--- config.mk ---
export PLATFORM = sky130hd
export DESIGN_NAME = ppms_mode_switch
export DESIGN_NICKNAME = d
export VERILOG_FILES = /design/src/ppms_pkg.sv /design/src/ppms_mode_switch.sv
export VERILOG_INCLUDE_DIRS = /design/src
export SDC_FILE = /design/constraint.sdc
export NUM_CORES = 1
export LEC_CHECK = 0
export CORE_MARGIN = 10
export CORE_UTILIZATION = 35
export DETAILED_ROUTE_END_ITERATION = 10
export DONT_BUFFER_PORTS = 1
export PLACE_DENSITY = 0.48
export SYNTH_ARGS = -nofsm -noshare
export SYNTH_HDL_FRONTEND = slang
export SYNTH_SLANG_ARGS = --single-unit
--- constraint.sdc ---
create_clock -name clock -period 7.2 [get_ports clock]
set_input_delay 1.08 -clock clock [delete_from_list [all_inputs] [get_ports clock]]
set_output_delay 1.08 -clock clock [all_outputs]
set_load 0.1 [all_outputs]
--- src/ppms_params.svh ---
// register offsets, reset values, ranges and timing constants of the mode switching block
`ifndef PPMS_PARAMS_SVH
`define PPMS_PARAMS_SVH

`define PPMS_OFS_SELECT 8'h00
`define PPMS_OFS_TORQUE 8'h04
`define PPMS_OFS_SPD_ROT 8'h08
`define PPMS_OFS_ACC_ROT 8'h0c
`define PPMS_OFS_DEV 8'h10
`define PPMS_OFS_SPD_LIN 8'h14
`define PPMS_OFS_ACC_LIN 8'h18
`define PPMS_OFS_POS_TI 8'h1c
`define PPMS_OFS_CTRL 8'h20
`define PPMS_OFS_STATUS 8'h24

`define PPMS_RST_SELECT 16'h0000
`define PPMS_RST_TORQUE 16'h00c8
`define PPMS_RST_LEVEL 16'h0000
`define PPMS_RST_POS_TI 16'h0000

`define PPMS_MAX_TORQUE 16'h0320
`define PPMS_MAX_SPEED 16'h2710
`define PPMS_MAX_ACCEL 16'h7530
`define PPMS_MAX_DEV 16'h2710
`define PPMS_MAX_POS_TI 16'hc350

`define PPMS_SEL_W 3
`define PPMS_CTRL_LINEAR_BIT 0
`define PPMS_CTRL_POSMODE_BIT 1

// position integral time constant is in 0.1 ms units; clock period in ns
`define PPMS_TI_UNIT_NS 100000
`define PPMS_CLK_PERIOD_NS 100
`define PPMS_TI_UNIT_CYC (`PPMS_TI_UNIT_NS / `PPMS_CLK_PERIOD_NS)

`define PPMS_RESP_OKAY 2'b00
`define PPMS_RESP_SLVERR 2'b10

`endif

--- src/ppms_pkg.sv ---
// types of the mode switching block
package ppms_pkg;

    typedef enum logic [2:0] {
        PPMS_TRIG_TORQUE = 3'h0,
        PPMS_TRIG_SPEED = 3'h1,
        PPMS_TRIG_ACCEL = 3'h2,
        PPMS_TRIG_DEVIATION = 3'h3,
        PPMS_TRIG_NONE = 3'h4
    } ppms_trig_t;

    // quantities sampled from the control loop each control cycle
    typedef struct packed {
        logic [15:0] torque_ref;
        logic [15:0] speed_ref;
        logic [15:0] accel;
        logic [31:0] pos_deviation;
    } ppms_loop_in_t;

    typedef struct packed {
        logic p_only;
        logic integral_enable;
        logic [15:0] pos_integral_tc;
        logic pos_integral_tick;
    } ppms_loop_out_t;

endpackage : ppms_pkg

--- src/ppms_mode_switch.sv ---
// speed loop P / PI mode switching with AXI4-Lite parameter registers
//
// How it works
// selector 0 compares the internal torque reference with the torque level.
// selector 1 compares the speed reference with the speed level for the motor type.
// selector 2 compares acceleration with the acceleration level for the motor type.
// selector 3 compares the position deviation with the deviation level.
// selector 4 never puts the speed loop into proportional-only control.
// torque at or above the torque level (0 to 800 %) selects proportional-only control.
// the torque level resets to 200 %.
// rotary speed at or above the rotary speed level (0 to 10000, reset 0) selects P control.
// linear speed at or above the linear speed level (0 to 10000 mm/s) selects P control.
// rotary acceleration at or above its level (0 to 30000, reset 0) selects P control.
// linear acceleration at or above its level (0 to 30000, reset 0) selects P control.
// deviation at or above the deviation level (0 to 10000, reset 0) selects P control.
// the deviation trigger acts only in position control mode.
// the position loop integral time constant is 0 to 50000 in 0.1 ms steps, reset 0.
// below the level the loop runs PI, and new settings act on the next control cycle.
`timescale 1ns/1ps
`include "ppms_params.svh"

module ppms_mode_switch (
    // clock and reset
    input wire logic clock,
    input wire logic rst_n,
    // control loop
    input wire logic ctrl_cycle,
    input wire ppms_pkg::ppms_loop_in_t loop_in,
    output ppms_pkg::ppms_loop_out_t loop_out,
    // axi4-lite write address
    input wire logic [7:0] s_axi_awaddr,
    input wire logic s_axi_awvalid,
    output logic s_axi_awready,
    // axi4-lite write data
    input wire logic [31:0] s_axi_wdata,
    input wire logic [3:0] s_axi_wstrb,
    input wire logic s_axi_wvalid,
    output logic s_axi_wready,
    // axi4-lite write response
    output logic [1:0] s_axi_bresp,
    output logic s_axi_bvalid,
    input wire logic s_axi_bready,
    // axi4-lite read address
    input wire logic [7:0] s_axi_araddr,
    input wire logic s_axi_arvalid,
    output logic s_axi_arready,
    // axi4-lite read data
    output logic [31:0] s_axi_rdata,
    output logic [1:0] s_axi_rresp,
    output logic s_axi_rvalid,
    input wire logic s_axi_rready
);

    logic [`PPMS_SEL_W-1:0] select_reg;
    logic [15:0] torque_level_reg;
    logic [15:0] speed_rot_reg;
    logic [15:0] accel_rot_reg;
    logic [15:0] dev_level_reg;
    logic [15:0] speed_lin_reg;
    logic [15:0] accel_lin_reg;
    logic [15:0] pos_ti_reg;
    logic linear_reg;
    logic posmode_reg;

    // write and read channel holding registers
    logic aw_full_reg;
    logic w_full_reg;
    logic [7:0] aw_addr_reg;
    logic [31:0] w_data_reg;
    logic [3:0] w_strb_reg;
    logic [1:0] bresp_reg;
    logic bvalid_reg;
    logic [31:0] rdata_reg;
    logic [1:0] rresp_reg;
    logic rvalid_reg;

    logic do_write;
    logic [15:0] wval;
    logic wr_hit;

    assign s_axi_awready = !aw_full_reg && !bvalid_reg;
    assign s_axi_wready = !w_full_reg && !bvalid_reg;
    // a write lands only once both halves are held and the last answer has gone
    assign do_write = aw_full_reg && w_full_reg && !bvalid_reg;
    // a lane without its strobe writes zero rather than keeping stale bits
    for (genvar lane = 0; lane < 2; lane++) begin : g_lane
        assign wval[8*lane +: 8] = w_strb_reg[lane] ? w_data_reg[8*lane +: 8] : 8'h00;
    end
    assign s_axi_bresp = bresp_reg;
    assign s_axi_bvalid = bvalid_reg;
    assign s_axi_arready = !rvalid_reg;
    assign s_axi_rdata = rdata_reg;
    assign s_axi_rresp = rresp_reg;
    assign s_axi_rvalid = rvalid_reg;

    // address and data are caught independently, in either order
    always_ff @(posedge clock or negedge rst_n) begin
        if (!rst_n) begin
            aw_full_reg <= 1'b0;
            aw_addr_reg <= 8'h00;
        end else if (s_axi_awvalid && s_axi_awready) begin
            aw_full_reg <= 1'b1;
            aw_addr_reg <= s_axi_awaddr;
        end else if (do_write) begin
            aw_full_reg <= 1'b0;
        end
    end

    always_ff @(posedge clock or negedge rst_n) begin
        if (!rst_n) begin
            w_full_reg <= 1'b0;
            w_data_reg <= 32'h0000_0000;
            w_strb_reg <= 4'h0;
        end else if (s_axi_wvalid && s_axi_wready) begin
            w_full_reg <= 1'b1;
            w_data_reg <= s_axi_wdata;
            w_strb_reg <= s_axi_wstrb;
        end else if (do_write) begin
            w_full_reg <= 1'b0;
        end
    end

    // values above the documented range are refused with slverr and leave the register alone
    always_comb begin
        unique case (aw_addr_reg)
            `PPMS_OFS_SELECT: wr_hit = wval <= 16'(ppms_pkg::PPMS_TRIG_NONE);
            `PPMS_OFS_TORQUE: wr_hit = wval <= `PPMS_MAX_TORQUE;
            `PPMS_OFS_SPD_ROT: wr_hit = wval <= `PPMS_MAX_SPEED;
            `PPMS_OFS_ACC_ROT: wr_hit = wval <= `PPMS_MAX_ACCEL;
            `PPMS_OFS_DEV: wr_hit = wval <= `PPMS_MAX_DEV;
            `PPMS_OFS_SPD_LIN: wr_hit = wval <= `PPMS_MAX_SPEED;
            `PPMS_OFS_ACC_LIN: wr_hit = wval <= `PPMS_MAX_ACCEL;
            `PPMS_OFS_POS_TI: wr_hit = wval <= `PPMS_MAX_POS_TI;
            `PPMS_OFS_CTRL: wr_hit = 1'b1;
            default: wr_hit = 1'b0;
        endcase
    end

    always_ff @(posedge clock or negedge rst_n) begin
        if (!rst_n) begin
            bvalid_reg <= 1'b0;
        end else if (do_write) begin
            bvalid_reg <= 1'b1;
        end else if (s_axi_bready) begin
            bvalid_reg <= 1'b0;
        end
    end

    // the code only matters while bvalid stands, so it is left alone after the handshake
    always_ff @(posedge clock or negedge rst_n) begin
        if (!rst_n) begin
            bresp_reg <= `PPMS_RESP_OKAY;
        end else if (do_write) begin
            bresp_reg <= wr_hit ? `PPMS_RESP_OKAY : `PPMS_RESP_SLVERR;
        end
    end

    // one strobe per register keeps each register in a process of its own
    localparam logic [15:0] sel_rst_word = `PPMS_RST_SELECT;

    logic we_any;
    logic we_select;
    logic we_torque;
    logic we_spd_rot;
    logic we_acc_rot;
    logic we_dev;
    logic we_spd_lin;
    logic we_acc_lin;
    logic we_pos_ti;
    logic we_ctrl;

    // refused writes raise no strobe, so an out-of-range value never reaches a register
    assign we_any = do_write && wr_hit;
    assign we_select = we_any && (aw_addr_reg == `PPMS_OFS_SELECT);
    assign we_torque = we_any && (aw_addr_reg == `PPMS_OFS_TORQUE);
    assign we_spd_rot = we_any && (aw_addr_reg == `PPMS_OFS_SPD_ROT);
    assign we_acc_rot = we_any && (aw_addr_reg == `PPMS_OFS_ACC_ROT);
    assign we_dev = we_any && (aw_addr_reg == `PPMS_OFS_DEV);
    assign we_spd_lin = we_any && (aw_addr_reg == `PPMS_OFS_SPD_LIN);
    assign we_acc_lin = we_any && (aw_addr_reg == `PPMS_OFS_ACC_LIN);
    assign we_pos_ti = we_any && (aw_addr_reg == `PPMS_OFS_POS_TI);
    assign we_ctrl = we_any && (aw_addr_reg == `PPMS_OFS_CTRL);

    always_ff @(posedge clock or negedge rst_n) begin
        if (!rst_n) begin
            select_reg <= sel_rst_word[`PPMS_SEL_W-1:0];
        end else if (we_select) begin
            select_reg <= wval[`PPMS_SEL_W-1:0];
        end
    end

    always_ff @(posedge clock or negedge rst_n) begin
        if (!rst_n) begin
            torque_level_reg <= `PPMS_RST_TORQUE;
        end else if (we_torque) begin
            torque_level_reg <= wval;
        end
    end

    always_ff @(posedge clock or negedge rst_n) begin
        if (!rst_n) begin
            speed_rot_reg <= `PPMS_RST_LEVEL;
        end else if (we_spd_rot) begin
            speed_rot_reg <= wval;
        end
    end

    always_ff @(posedge clock or negedge rst_n) begin
        if (!rst_n) begin
            accel_rot_reg <= `PPMS_RST_LEVEL;
        end else if (we_acc_rot) begin
            accel_rot_reg <= wval;
        end
    end

    always_ff @(posedge clock or negedge rst_n) begin
        if (!rst_n) begin
            dev_level_reg <= `PPMS_RST_LEVEL;
        end else if (we_dev) begin
            dev_level_reg <= wval;
        end
    end

    always_ff @(posedge clock or negedge rst_n) begin
        if (!rst_n) begin
            speed_lin_reg <= `PPMS_RST_LEVEL;
        end else if (we_spd_lin) begin
            speed_lin_reg <= wval;
        end
    end

    always_ff @(posedge clock or negedge rst_n) begin
        if (!rst_n) begin
            accel_lin_reg <= `PPMS_RST_LEVEL;
        end else if (we_acc_lin) begin
            accel_lin_reg <= wval;
        end
    end

    always_ff @(posedge clock or negedge rst_n) begin
        if (!rst_n) begin
            pos_ti_reg <= `PPMS_RST_POS_TI;
        end else if (we_pos_ti) begin
            pos_ti_reg <= wval;
        end
    end

    // motor type and control mode come from the host, as this block cannot see them
    always_ff @(posedge clock or negedge rst_n) begin
        if (!rst_n) begin
            linear_reg <= 1'b0;
            posmode_reg <= 1'b0;
        end else if (we_ctrl) begin
            linear_reg <= wval[`PPMS_CTRL_LINEAR_BIT];
            posmode_reg <= wval[`PPMS_CTRL_POSMODE_BIT];
        end
    end

    // decision state; p_only_reg is updated once per control cycle, level, quantity and trig_active follow their inputs
    logic p_only_reg;
    logic [15:0] level;
    logic [31:0] quantity;
    logic trig_active;

    // the word follows the offered address and is caught only at the edge that takes it
    logic [31:0] rd_word;
    logic [1:0] rd_resp;

    // read mux; unmapped offsets answer zero with slverr
    always_comb begin
        rd_word = 32'h0000_0000;
        rd_resp = `PPMS_RESP_OKAY;
        unique case (s_axi_araddr)
            `PPMS_OFS_SELECT: rd_word = {29'h0, select_reg};
            `PPMS_OFS_TORQUE: rd_word = {16'h0, torque_level_reg};
            `PPMS_OFS_SPD_ROT: rd_word = {16'h0, speed_rot_reg};
            `PPMS_OFS_ACC_ROT: rd_word = {16'h0, accel_rot_reg};
            `PPMS_OFS_DEV: rd_word = {16'h0, dev_level_reg};
            `PPMS_OFS_SPD_LIN: rd_word = {16'h0, speed_lin_reg};
            `PPMS_OFS_ACC_LIN: rd_word = {16'h0, accel_lin_reg};
            `PPMS_OFS_POS_TI: rd_word = {16'h0, pos_ti_reg};
            `PPMS_OFS_CTRL: rd_word = {30'h0, posmode_reg, linear_reg};
            `PPMS_OFS_STATUS: rd_word = {30'h0, trig_active, p_only_reg};
            default: rd_resp = `PPMS_RESP_SLVERR;
        endcase
    end

    // read path; answer one cycle after the address is taken
    always_ff @(posedge clock or negedge rst_n) begin
        if (!rst_n) begin
            rvalid_reg <= 1'b0;
            rdata_reg <= 32'h0000_0000;
            rresp_reg <= `PPMS_RESP_OKAY;
        end else if (s_axi_arvalid && s_axi_arready) begin
            rvalid_reg <= 1'b1;
            rdata_reg <= rd_word;
            rresp_reg <= rd_resp;
        end else if (s_axi_rready) begin
            rvalid_reg <= 1'b0;
        end
    end

    // pick trigger quantity and level
    always_comb begin
        level = 16'h0000;
        quantity = 32'h0000_0000;
        trig_active = 1'b1;
        unique case (select_reg)
            3'(ppms_pkg::PPMS_TRIG_TORQUE): begin
                quantity = {16'h0, loop_in.torque_ref};
                level = torque_level_reg;
            end
            3'(ppms_pkg::PPMS_TRIG_SPEED): begin
                quantity = {16'h0, loop_in.speed_ref};
                level = linear_reg ? speed_lin_reg : speed_rot_reg;
            end
            3'(ppms_pkg::PPMS_TRIG_ACCEL): begin
                quantity = {16'h0, loop_in.accel};
                level = linear_reg ? accel_lin_reg : accel_rot_reg;
            end
            // compared at full width, so a large error never wraps below the level
            3'(ppms_pkg::PPMS_TRIG_DEVIATION): begin
                quantity = loop_in.pos_deviation;
                level = dev_level_reg;
                trig_active = posmode_reg;
            end
            default: trig_active = 1'b0;
        endcase
    end

    // equal counts as reached; settings are sampled at the next control cycle
    always_ff @(posedge clock or negedge rst_n) begin
        if (!rst_n) begin
            p_only_reg <= 1'b0;
        end else if (ctrl_cycle) begin
            p_only_reg <= trig_active && (quantity >= {16'h0, level});
        end
    end

    // position integral time base: one tick per 0.1 ms
    // it runs free from reset, so the first tick comes 0.1 ms after reset
    logic [15:0] tick_cnt_reg;
    logic tick_reg;
    logic tick_wrap;

    assign tick_wrap = tick_cnt_reg == 16'(`PPMS_TI_UNIT_CYC - 1);

    always_ff @(posedge clock or negedge rst_n) begin
        if (!rst_n) begin
            tick_cnt_reg <= 16'h0000;
        end else if (tick_wrap) begin
            tick_cnt_reg <= 16'h0000;
        end else begin
            tick_cnt_reg <= tick_cnt_reg + 16'h0001;
        end
    end

    always_ff @(posedge clock or negedge rst_n) begin
        if (!rst_n) begin
            tick_reg <= 1'b0;
        end else begin
            tick_reg <= tick_wrap;
        end
    end

    assign loop_out.p_only = p_only_reg;
    assign loop_out.integral_enable = !p_only_reg;
    assign loop_out.pos_integral_tc = pos_ti_reg;
    assign loop_out.pos_integral_tick = tick_reg;

endmodule : ppms_mode_switch

# [Word level (Yosys, flattened, before mapping)]
# Index checks and enable logic that the tools add are counted.
[totals] register_bits=201 inputBits=140 out_inout_bits=60 wordCells=104
[classes] n_addsub=1 order_cmp=6 eq_ne=21 muxes=19 reduce_logical=34
[op_table] cell="16-bit case mux with 10 select lines" count=1
[op_table] cell="32-bit case mux with 4 select lines" count=1
[op_table] cell="8-bit by 5-bit == test with 1-bit output, second input constant" count=8
[op_table] cell="16-bit case mux with 4 select lines" count=1
[op_table] cell="16-bit 2-to-1 mux" count=3
[op_table] cell="8-bit by 4-bit == test with 1-bit output, second input constant" count=4
[op_table] cell="32-bit by 16-bit greater-or-equal comparator with 1-bit output" count=1
[op_table] cell="8-bit by 6-bit == test with 1-bit output, second input constant" count=3
[op_table] cell="1-bit logical AND" count=18
[op_table] cell="16-bit by 1-bit adder with 16-bit output, second input constant" count=1
[op_table] cell="16-bit by 10-bit == test with 1-bit output, second input constant" count=1
[op_table] cell="8-bit by 3-bit == test with 1-bit output, second input constant" count=2
[op_table] cell="16-bit by 10-bit less-or-equal comparator with 1-bit output, second input constant" count=1
[op_table] cell="16-bit by 14-bit less-or-equal comparator with 1-bit output, second input constant" count=1
[op_table] cell="16-bit by 15-bit less-or-equal comparator with 1-bit output, second input constant" count=1
[op_table] cell="16-bit less-or-equal comparator, second input constant" count=1
[op_table] cell="16-bit by 3-bit less-or-equal comparator with 1-bit output, second input constant" count=1
[op_table] cell="8-bit zero test" count=2
[op_table] cell="8-bit 2-to-1 mux" count=2
[op_table] cell="10-bit OR reduction" count=1
[op_table] cell="2-bit nonzero test" count=4
[op_table] cell="1-bit 2-to-1 mux" count=7
[op_table] cell="3-bit by 2-bit == test with 1-bit output, second input constant" count=2
[op_table] cell="1-bit case mux with 6 select lines" count=1
[op_table] cell="other kinds (7)" count=13

# [Longest topological paths before layout]
# Gate-level depths: netlist (run 1).
[logic_depth] ltp_word=5 depth_mapped=13 depth_no_buf=12

# [Least setup slack after synthesis (run 1)]
# No wires, ideal clock.
[synth_path] path_kind="register -> register" start="register bvalid_reg (netlist: s_axi_bvalid)" end="register w_data_reg[10]" setup_time_ns=0.125 arrival_time_ns=3.483 path_slack_ns=3.593 path_stages_with_launch=6 path_buffers=2 synth_period_minus_slack_ns=3.607 cell_sequence="dfrtp_1 nor2_1 and2_1 clkbuf_1 clkbuf_1 mux2_2"
[synth_between] elab_chain_cells=3
[synth_rtl] item="start: declaration" line="ppms_mode_switch.sv:72" source="logic bvalid_reg;"
[synth_rtl] item="start signal: assignment" line="ppms_mode_switch.sv:141" source="bvalid_reg <= 1'b0;"
[synth_rtl] item="start signal: assignment" line="ppms_mode_switch.sv:143" source="bvalid_reg <= 1'b1;"
[synth_rtl] item="start signal: assignment" line="ppms_mode_switch.sv:145" source="bvalid_reg <= 1'b0;"
[synth_rtl] item="1-bit zero test" line="ppms_mode_switch.sv:82" source="assign s_axi_wready = !w_full_reg && !bvalid_reg;"
[synth_rtl] item="1-bit logical AND" line="ppms_mode_switch.sv:82"
[synth_rtl] item="net s_axi_wready" line="ppms_mode_switch.sv:38" source="output logic s_axi_wready,"
[synth_rtl] item="1-bit logical AND" line="ppms_mode_switch.sv:114" source="end else if (s_axi_wvalid && s_axi_wready) begin"
[synth_rtl] item="end signal: assignment" line="ppms_mode_switch.sv:116" source="w_data_reg <= s_axi_wdata;"
[synth_rtl] item="end: declaration" line="ppms_mode_switch.sv:69" source="logic [31:0] w_data_reg;"
# The timed path passes the listed nets, and every way through them passes these cells.
# A chain may end at the register's enable or synchronous reset.

# [Worst setup path after layout (run 1)]
[layout_path] start="register select_reg[1]" end="register p_only_reg"
[layout_between] elab_chain_cells=4 elab_cells_between_ends=10 cone_classes="order compare: 1; eq/ne: 3; mux: 3; reduce/logical: 3"
[layout_rtl] item="start: declaration" line="ppms_mode_switch.sv:54" source="logic [`PPMS_SEL_W-1:0] select_reg;"
[layout_rtl] item="start signal: assignment" line="ppms_mode_switch.sv:186" source="select_reg <= sel_rst_word[`PPMS_SEL_W-1:0];"
[layout_rtl] item="start signal: assignment" line="ppms_mode_switch.sv:188" source="select_reg <= wval[`PPMS_SEL_W-1:0];"
[layout_rtl] item="3-bit by 2-bit == test with 1-bit output, or another cell as far along" line="ppms_mode_switch.sv:308" source="unique case (select_reg)"
[layout_rtl] item="32-bit case mux with 4 select lines, or another cell as far along" line="ppms_mode_switch.sv:308"
[layout_rtl] item="32-bit by 16-bit greater-or-equal comparator with 1-bit output or 1-bit case mux with 2 select lines (tied branches)" line="ppms_mode_switch.sv:336, ppms_mode_switch.sv:308"
[layout_rtl] item="1-bit logical AND *" line="ppms_mode_switch.sv:336" source="p_only_reg <= trig_active && (quantity >= {16'h0, level});"
[layout_rtl] item="end signal: assignment" line="ppms_mode_switch.sv:336"
[layout_rtl] item="end: declaration" line="ppms_mode_switch.sv:260" source="logic p_only_reg;"
# Mark *: on every way between the ends. The rest lies on a longest branch, timed or not.

==> results of run 1 <==
==> cells by family (layout without fill, tap and decap cells) <==
logic type,count (synthesis),count (layout),share of synthesized area
compound gates,301,301,0.232
xor+xnor,14,14,0.0127
fa+ha+maj,17,17,0.0221
buf+inv,93,51,0.0486
flops,183,183,0.476
mux,53,53,0.0637
other cells,1,19,0.000389
simple gates,266,266,0.144
==> per-layer routing <==
layer  vias to the layer above  track usage  part of all wire
li1                       3434            -                 -
met1                      3805        0.252              0.43
met2                       381        0.295              0.45
met3                        38       0.0626              0.11
met4                         2       0.0493             0.014
met5                         -            0           0.00039
==> path summary, 6_finish.rpt <==
check,endpoint,slack [ns],depth (start not counted)
setup / recovery,p_only_reg,3.33,12
hold / removal,aw_addr_reg[0],0.34,0
setup reg to reg,p_only_reg,3.33,12
hold reg to reg,tick_cnt_reg[0],0.47,1
max in group asynchronous,torque_level_reg[7],6.52,0
min in group clock,tick_cnt_reg[0],0.47,1
==> cell type report <==
type | count | area (sq um) | area share
antenna | 1 | 2.50 | 0.000240
clock buffer | 17 | 425 | 0.0408
clock inverter | 15 | 188 | 0.0180
inverter | 9 | 33.8 | 0.00324
multi-input combinational | 669 | 4690 | 0.450
sequential | 183 | 4580 | 0.440
tap | 341 | 427 | 0.0409
timing repair buffer | 10 | 75.1 | 0.00720
==> metrics by stage <==
| stage | instance area [sq um] | setup slack, ns | utilization | power, mW | hold WS [ns] |
|---|---|---|---|---|---|
| finish | 10400 | 3.33 | 0.386 | 3.01 | 0.338 |
| global route | 10400 | 3.14 | 0.386 | 3.16 | 0.314 |
| CTS | 10400 | 3.27 | 0.386 | 3.04 | 0.319 |
| detailed placement | 9810 | 3.06 | 0.363 | 2.04 | 0.463 |
| global placement | 9810 | 3.17 | 0.363 | 2.03 | 0.453 |
| floorplan | 9690 | 3.59 | - | 1.89 | 0.433 |
==> worst max-delay path, delay by kind of cell (launching register included) <==
family | cells | cell delay (ns)
adder cells (fa/ha/maj) | 1 | 0.35
AO/OA/AOI/OAI | 9 | 2.36
AND/OR/NAND/NOR | 1 | 0.20
buffers and inverters | 1 | 0.32
flip-flops | 1 | 0.48
==> synth_stat cells, drive strengths merged, types with 8 or more instances <==
library cell / count / area (sq um)
dfrtp: 180 / 4500
nand2: 116 / 435
o2bb2ai: 68 / 596
a221oi: 46 / 403
a22oi: 46 / 345
clkbuf: 46 / 173
o21ai: 45 / 225
a21oi: 38 / 190
buf: 38 / 261
mux2: 33 / 375
nor2: 33 / 124
nand3: 28 / 195
and2: 22 / 138
ha: 17 / 213
mux2i: 17 / 170
a22o: 14 / 123
a31oi: 14 / 87.6
nor4: 13 / 93.8
nand4: 11 / 83.8
nor3: 10 / 50.1
inv: 9 / 33.8
xor2: 8 / 70.1
==> power groups by stage <==
stage | sequential (mW) | clock [mW] | combinational, mW
5_1_grt | 1.47 | 1.06 | 0.631
3_3_place_gp | 1.46 | 0 | 0.569
4_1_cts | 1.44 | 1.02 | 0.575
2_1_floorplan | 1.36 | 0 | 0.534
3_5_place_dp | 1.46 | 0 | 0.574
6_report | 1.44 | 0.995 | 0.572
==> results.md, run 1 <==
- PwrDens: just under 300 nW/um^2
- Worst slew pin tran: approximately 1.1 ns
- Final Cycle Share: 0.537
- Setup-failing EPs final: 0
- Io pins: 200
- Area of the core: around 27000 sq um
- Filler cells: 2709
- HPWL Detailed: roughly 22000 um
- Critical Path Source: select_reg[1]
- Clock latency on the worst-skew pair: 0.44 ns
- CTS Root Cell: clkbuf_16
- TritonCTS clock tree: done
- Starting density of the core: 0.356
- Layout net count: 1047
- Worst Path Max Fanout: 48
- Die Y-Extent: ~190 um
- RSZ-0062 raised after global routing: false
- Worst Skew: roughly 0.012 ns
- Vias in the first global route: ~7800
- Die X: approximately 190 um
- Net Sw Frac: 0.370
- Max Clk Rate: 0.258 GHz
- Routed Wire Length: ~33000 um
- Average cell area after synthesis: between 10 and 15 sq um
- 1st-iter DRT viols: around 640
- Leakage: roughly 4.2 nW
- Post-CTS Repair Setup Buffers: 0
- Setup TNS: 0 ns
- # rows: 60
- Worst-path clk slew: about 0.08 ns
- Number of synthesized flops with an enable pin: 0
- Post-synthesis sequential area ratio: 0.476
- Top_reg_cell synth: dfrtp_1
- Layout area overhead: 8.24%
- DRC: 0
- Critical Path End Type: flop
- HP Class: in2async
- Commonest non-fill, non-tap cell in the layout: dfrtp_1
- Critical Path Max Stage Delay: between 0.5 and 0.6 ns
- Worst Path Required: between 7 and 8 ns
- DRT Pass-1 Iters: 5
- Post-Synthesis Cell Area: 9630 sq um
- Power Internal: between 1.5 and 2 mW
- CTS Sinks: between 150 and 200
- Routability cong.: around 0.8
- Register bit count reported by yosys: roughly 180
- Avg Vias per Cell: 6.15
- Crit-path slowest cell: a2111oi_0
- Final count of pins violating max slew: 0
- Cts hold-fix bufs: 0
- VDD IR max: 0.142 mV
- Status: completed
- Avg WL per Cell: approximately 27 um
- Global-route wire length before repair: just under 50000 um
- Setup Crit Path Kind: reg2reg
- Die Footprint: roughly 35000 sq um
- # H-tree levels: 4
- Logic gate share of total power: 0.190
- Ys async rst share: 1.00
- Global-route total usage across every layer: 0.191
- Non-filler instance count after layout: between 1000 and 1500
- # port buffers: 0
- Final min period: between 3 and 4 ns
- Sequential Power Share: 0.479
- Crit Reg-Reg Startpoint: select_reg[1]
- Clk pwr share: 0.331
- GRT overflow: 0
- Placed insts: about 1200
- Setup crit start kind: flop
- Final Hold Viols: 0
- Worst endpoint data arrival time: 4.17 ns
- Initial antenna violation count: 2
- Share of layout cells above drive strength 1: 0.123
- P_sw: approximately 1.1 mW
- Gate Count Post-Synth: about 930
- Critical-path cell list: nor3b_2, buf_4, a221oi_1, a21oi_1, a221oi_1, ha_1, a21o_1, a21o_1, a21oi_1, o211ai_1, a2111oi_0, o21ai_0
- Max Cap Viol: 0
- Inserted Clock Buffers: 17
- Synth cell types: 73
- Rel. slew slack: 0.262
- Clock tree buffer depth: 2
- DR vias: between 7000 and 8000
- Cts repair resizes: 0
- Synth Warn #: 0
- Commonest non-fill, non-tap cells in the layout: dfrtp_1, nand2_1, o2bb2ai_1
- Pin count of the biggest net entering global routing: approximately 180
- DRT antenna net count: 0
Note: power is estimated with default switching activity, not from simulation.
==> run 2, diff against run 1 <==
- clock period: 7.2 -> 4 ns (I/O delays scaled with it)
==> run 2 against run 1 <==
The flow now finishes with violations (hold timing). Via count fell by 0.21%. Design area rose by 0.72%. Fmax rose by 7.9%. Cell count rose by 1.3%. Largest cell class unchanged.
==> results.md, run 2 (synthesis results as in run 1) <==
- Inserted Clock Buffers: 17
- Initial antenna violation count: 3
- VDD IR max: between 0.3 and 0.4 mV
- DRC: 0
- Worst-path clk slew: roughly 0.070 ns
- Crit Reg-Reg Startpoint: select_reg[1]
- # H-tree levels: 4
- Final count of pins violating max slew: 0
- CTS Sinks: 183
- RSZ-0062 raised after global routing: false
- Critical-path cell list: nor3b_2, buf_4, a221oi_1, ha_1, nand2b_1, a21o_1, a21o_1, a21oi_1, o211ai_1, a2111oi_1, buf_4, o21ai_0
- Final Cycle Share: 0.897
- Commonest non-fill, non-tap cell in the layout: dfrtp_1
- # port buffers: 0
- Routability cong.: about 0.79
- DR vias: ~7600
- Avg WL per Cell: about 26 um
- Setup-failing EPs final: 0
- Global-route total usage across every layer: 0.189
- CP delay by family, top: compound AO/OA/AOI/OAI gates
- Hold WS: -0.135 ns
- Share of layout cells above drive strength 1: 0.135
- Crit-path slowest cell: dfrtp_1
- Net Sw Frac: 0.372
- Rel. slew slack: 0.262
- Max Clk Rate: 0.279 GHz
- Reg2Reg Depth: 12
- HPWL Detailed: 22300 um
- Die Y-Extent: around 190 um
- Flop-to-flop setup slack: roughly 0.41 ns
- GRT overflow: 0
- Worst Skew: roughly 0.012 ns
- Setup Crit Path Kind: reg2reg
- Routed Wire Length: ~33000 um
- Clock latency on the worst-skew pair: 0.43 ns
- P_sw: 1.98 mW
- CTS Root Cell: clkbuf_16
- Vias in the first global route: slightly below 8000
- Setup crit start kind: flop
- Io pins: 200
- Die Footprint: roughly 35000 sq um
- Worst endpoint data arrival time: roughly 3.9 ns
- Leakage: around 4.2 nW
- Status: finished, violations left
- # rows: 60
- RR Endpoint: p_only_reg
- Commonest non-fill, non-tap cells in the layout: dfrtp_1, nand2_1, o2bb2ai_1
- Die X: roughly 190 um
- Clk pwr share: 0.313
- CP Buf/Inv Count: 2
- Area of the core: ~27000 sq um
- Final Hold Viols: 180
- Filler cells: around 2700
- Global-route wire length before repair: 49800 um
- Sequential Power Share: 0.479
- 1st-iter DRT viols: 711
- Starting density of the core: 0.356
- PwrDens: roughly 510 nW/um^2
- TritonCTS clock tree: done
- Logic gate share of total power: 0.207
- Clock tree buffer depth: 2
- Final min period: around 3.6 ns
- Worst Path Required: roughly 4.3 ns
- DRT antenna net count: 0
- HP Class: in2async
- Avg Vias per Cell: 6.06
- Critical Path Max Stage Delay: between 0.5 and 0.6 ns
- Violated checks: hold timing
- Pin count of the biggest net entering global routing: between 150 and 200
- Worst slew pin tran: 1.11 ns
- Layout area overhead: 9.02%
- Setup TNS: 0 ns
- Max Cap Viol: 0
- Critical Path End Type: flop
- Power Internal: approximately 3.3 mW
- Layout net count: approximately 1100
- DRT Pass-1 Iters: 5
- Worst Path Max Fanout: 29
==> run 2: cell types whose count changed in the layout (fill, tap and decap cells not counted), moves of 2 or more <==
cell | previous run | this run
clkinv_4 | 0 | 5
nor2_1 | 29 | 31
bufinv_16 | 3 | 1
nor2_2 | 4 | 2
clkbuf_8 | 0 | 2
buf_4 | 10 | 26
inv_6 | 7 | 3
==> run 2: worst max path at each step <==
stage / start / end / slack (ns) / depth (start not counted)
detailed placement: select_reg[1] / p_only_reg / 0.36 / 12
global placement: select_reg[0] / p_only_reg / 0.38 / 12
finish: select_reg[1] / p_only_reg / 0.41 / 12
floorplan: s_axi_bvalid / w_data_reg[10] / 0.39 / 5
global route: select_reg[1] / p_only_reg / 0.08 / 12
CTS: select_reg[0] / p_only_reg / 0.33 / 12
==> run 2: layout make-up <==
class                      count  area (sq um)  area share
antenna                        1          2.50    0.000238
clock buffer                  20           457      0.0435
clock inverter                12           118      0.0112
inverter                       9          33.8     0.00322
multi-input combinational    669          4680       0.446
sequential                   183          4580       0.437
tap                          341           427      0.0406
timing repair buffer          26           195      0.0186
==> run 2: power by group through the flow <==
stage | Clock [mW] | Sequential, mW | Combinational, mW
after floorplan | 0 | 2.44 | 0.961
after global placement | 0 | 2.59 | 1.10
after detailed placement | 0 | 2.59 | 1.11
after CTS | 1.71 | 2.56 | 1.11
after global routing | 1.80 | 2.61 | 1.22
final | 1.67 | 2.55 | 1.10
==> run 2: repair_timing <==
item | 4_1_cts | 5_1_grt
endpoints found under the hold margin | 180 | 180
buffers inserted | 0 | 0
gates resized for setup | 0 | 2
setup endpoints to repair | 0 | 1
==> run 2: worst reg2reg max path, stage by stage (launching register included) <==
cell,delay [ns]
dfrtp_1,0.51
nor3b_2,0.51
buf_4,0.42
a221oi_1,0.15
ha_1,0.30
nand2b_1,0.14
a21o_1,0.18
a21o_1,0.17
a21oi_1,0.23
o211ai_1,0.11
a2111oi_1,0.50
buf_4,0.18
o21ai_0,0.07
==> run 2: stage by stage <==
| stage | cells | worst slack, ns | util | total power, mW | area, sq um |
|---|---|---|---|---|---|
| final | 1261 | 0.413 | 0.388 | 5.32 | 10500 |
| after detailed placement | 1228 | 0.359 | 0.367 | 3.70 | 9910 |
| after global routing | 1261 | 0.0754 | 0.388 | 5.62 | 10500 |
| after global placement | 1228 | 0.385 | 0.367 | 3.69 | 9910 |
| after floorplan | 945 | 0.393 | - | 3.41 | 9690 |
| after CTS | 1260 | 0.327 | 0.388 | 5.38 | 10500 |
==> run 2: routing by layer <==
| layer | GRT usage | part of all wire |
|---|---|---|
| met5 | 0 | 0.00040 |
| met4 | 0.0313 | 0.0061 |
| met3 | 0.0628 | 0.099 |
| met2 | 0.294 | 0.45 |
| met1 | 0.253 | 0.44 |
==> run 3, diff against run 2 <==
- SETUP_SLACK_MARGIN: not set -> 0.3
- clock period: 4 -> 4.3 ns (I/O delays scaled with it)
==> run 3 against run 2 <==
Global-route usage is 0.12 points lower. Count of clock-buffer cells in the layout down 2. Register-to-register slack better by 0.24 ns. Largest power group unchanged. Combinational power shrank 12%. The flow still finishes with violations (hold timing). Clock skew is 0.00068 ns lower.
==> results.md, run 3 (synthesis results as in run 1) <==
- Setup crit start kind: flop
- Setup TNS: 0 ns
- Die X: roughly 190 um
- Crit Reg-Reg Startpoint: select_reg[2]
- TritonCTS clock tree: done
- Worst Path Required: about 4.6 ns
- Filler cells: 2667
- CTS Root Cell: clkbuf_16
- Layout net count: 1059
- Power Internal: approximately 3 mW
- Global-route total usage across every layer: 0.188
- Routability cong.: 0.806
- Final min period: roughly 3.7 ns
- RSZ-0062 raised after global routing: false
- DRC: 0
- HP Class: in2async
- Worst endpoint data arrival time: about 4.0 ns
- DR vias: ~7600
- Starting density of the core: 0.356
- Final Cycle Share: 0.849
- HPWL Detailed: around 22000 um
- Max Clk Rate: 0.274 GHz
- Sequential Power Share: 0.489
- Hold WS: -0.0910 ns
- RR Endpoint: p_only_reg
- Critical Path End Type: flop
- DP Worst Slack: approximately 0.67 ns
- Violated checks: hold timing
- DRT Pass-1 Iters: 5
- Leakage: approximately 4.2 nW
- # H-tree levels: 4
- Worst-path clk slew: roughly 0.070 ns
- Die Y-Extent: 186 um
- Initial antenna violation count: 2
- Reg2Reg Depth: 11
- VDD IR max: 0.274 mV
- Net Sw Frac: 0.377
- Die Footprint: 34500 sq um
- Worst Path Max Fanout: 20
- Final Hold Viols: ~120
- Area of the core: about 27000 sq um
- Clk pwr share: 0.316
- GRT overflow: 0
- 1st-iter DRT viols: around 760
- PwrDens: 474 nW/um^2
- Setup-failing EPs final: 0
- Layout area overhead: 8.71%
- Pin count of the biggest net entering global routing: between 150 and 200
- Worst slew pin tran: around 1.1 ns
- Status: finished, violations left
- Io pins: 200
- Cts repair resizes: 0
- Setup Crit Path Kind: reg2reg
- Avg WL per Cell: between 20 and 30 um
- Vias in the first global route: 7654
- Avg Vias per Cell: about 6
- Inserted Clock Buffers: 17
- Share of layout cells above drive strength 1: 0.132
- Commonest non-fill, non-tap cells in the layout: dfrtp_1, nand2_1, o2bb2ai_1
- Clock latency on the worst-skew pair: between 0.4 and 0.5 ns
- Rel. slew slack: 0.274
- Flop-to-flop setup slack: between 0.6 and 0.7 ns
- Final count of pins violating max slew: 0
- Clock tree buffer depth: 2
- Max Cap Viol: 0
- P_sw: roughly 1.9 mW
- DRT antenna net count: 0
- # port buffers: 0
- Global-route wire length before repair: 49000 um
- Worst Skew: between 0.01 and 0.015 ns
- Logic gate share of total power: 0.196
- Commonest non-fill, non-tap cell in the layout: dfrtp_1
- CTS Sinks: about 180
- Final WS setup: approximately 0.65 ns
- Routed Wire Length: ~33000 um
- # rows: 60
-- run 3: what timing repair did --
| item | in CTS | in global routing |
|---|---|---|
| setup endpoints to repair | 0 | 0 |
| setup buffers | 0 | 0 |
| endpoints found under the hold margin | 180 | 180 |
-- run 3: power groups by stage --
stage,Combinational (mW),Sequential [mW],Clock [mW]
finish,0.970,2.42,1.56
global route,1.07,2.46,1.67
CTS,0.979,2.42,1.60
detailed placement,0.974,2.46,0
global placement,0.965,2.45,0
floorplan,0.894,2.27,0
-- run 3: worst max path at each step --
stage / endpoint / depth (start not counted) / slack, ns / start
after floorplan: w_data_reg[10] / 5 / 0.69 / s_axi_bvalid
after global placement: p_only_reg / 11 / 0.59 / select_reg[2]
after detailed placement: p_only_reg / 11 / 0.67 / select_reg[2]
after CTS: p_only_reg / 11 / 0.65 / select_reg[2]
after global routing: p_only_reg / 12 / 0.52 / select_reg[2]
final: p_only_reg / 11 / 0.65 / select_reg[2]
-- run 3: critical path: stages, from the launching register on --
cell	delay (ns)
dfrtp_1	0.48
and3b_1	0.87
buf_4	0.39
a22oi_1	0.10
nand2_1	0.10
ha_1	0.23
a21o_1	0.16
a21o_1	0.17
a21oi_1	0.24
o211ai_1	0.11
a2111oi_0	0.52
o21ai_0	0.16
-- run 3: cell type report --
type / instances / area, sq um / share of cell area
Clock inverter: 14 / 134 / 0.0128
Inverter: 9 / 33.8 / 0.00323
Sequential cell: 183 / 4580 / 0.438
Tap cell: 341 / 427 / 0.0408
Clock buffer: 18 / 439 / 0.0420
Multi-Input combinational cell: 669 / 4680 / 0.447
Timing Repair Buffer: 22 / 165 / 0.0158
Antenna cell: 1 / 2.50 / 0.000239
-- run 3: routing by layer --
layer / vias to the layer above / share of wire / GRT usage
met3: 21 / 0.095 / 0.0540
met1: 3784 / 0.45 / 0.252
met4: 2 / 0.0073 / 0.0355
met5: - / 0.00040 / 0
li1: 3451 / - / -
met2: 316 / 0.45 / 0.295
-- run 3: stage by stage --
stage	std cells	area, sq um	total power, mW	util
after floorplan	945	9690	3.17	-
after global placement	1224	9890	3.42	0.366
after detailed placement	1224	9890	3.43	0.366
after CTS	1256	10500	5.00	0.387
after global routing	1257	10500	5.21	0.387
final	1257	10500	4.96	0.387
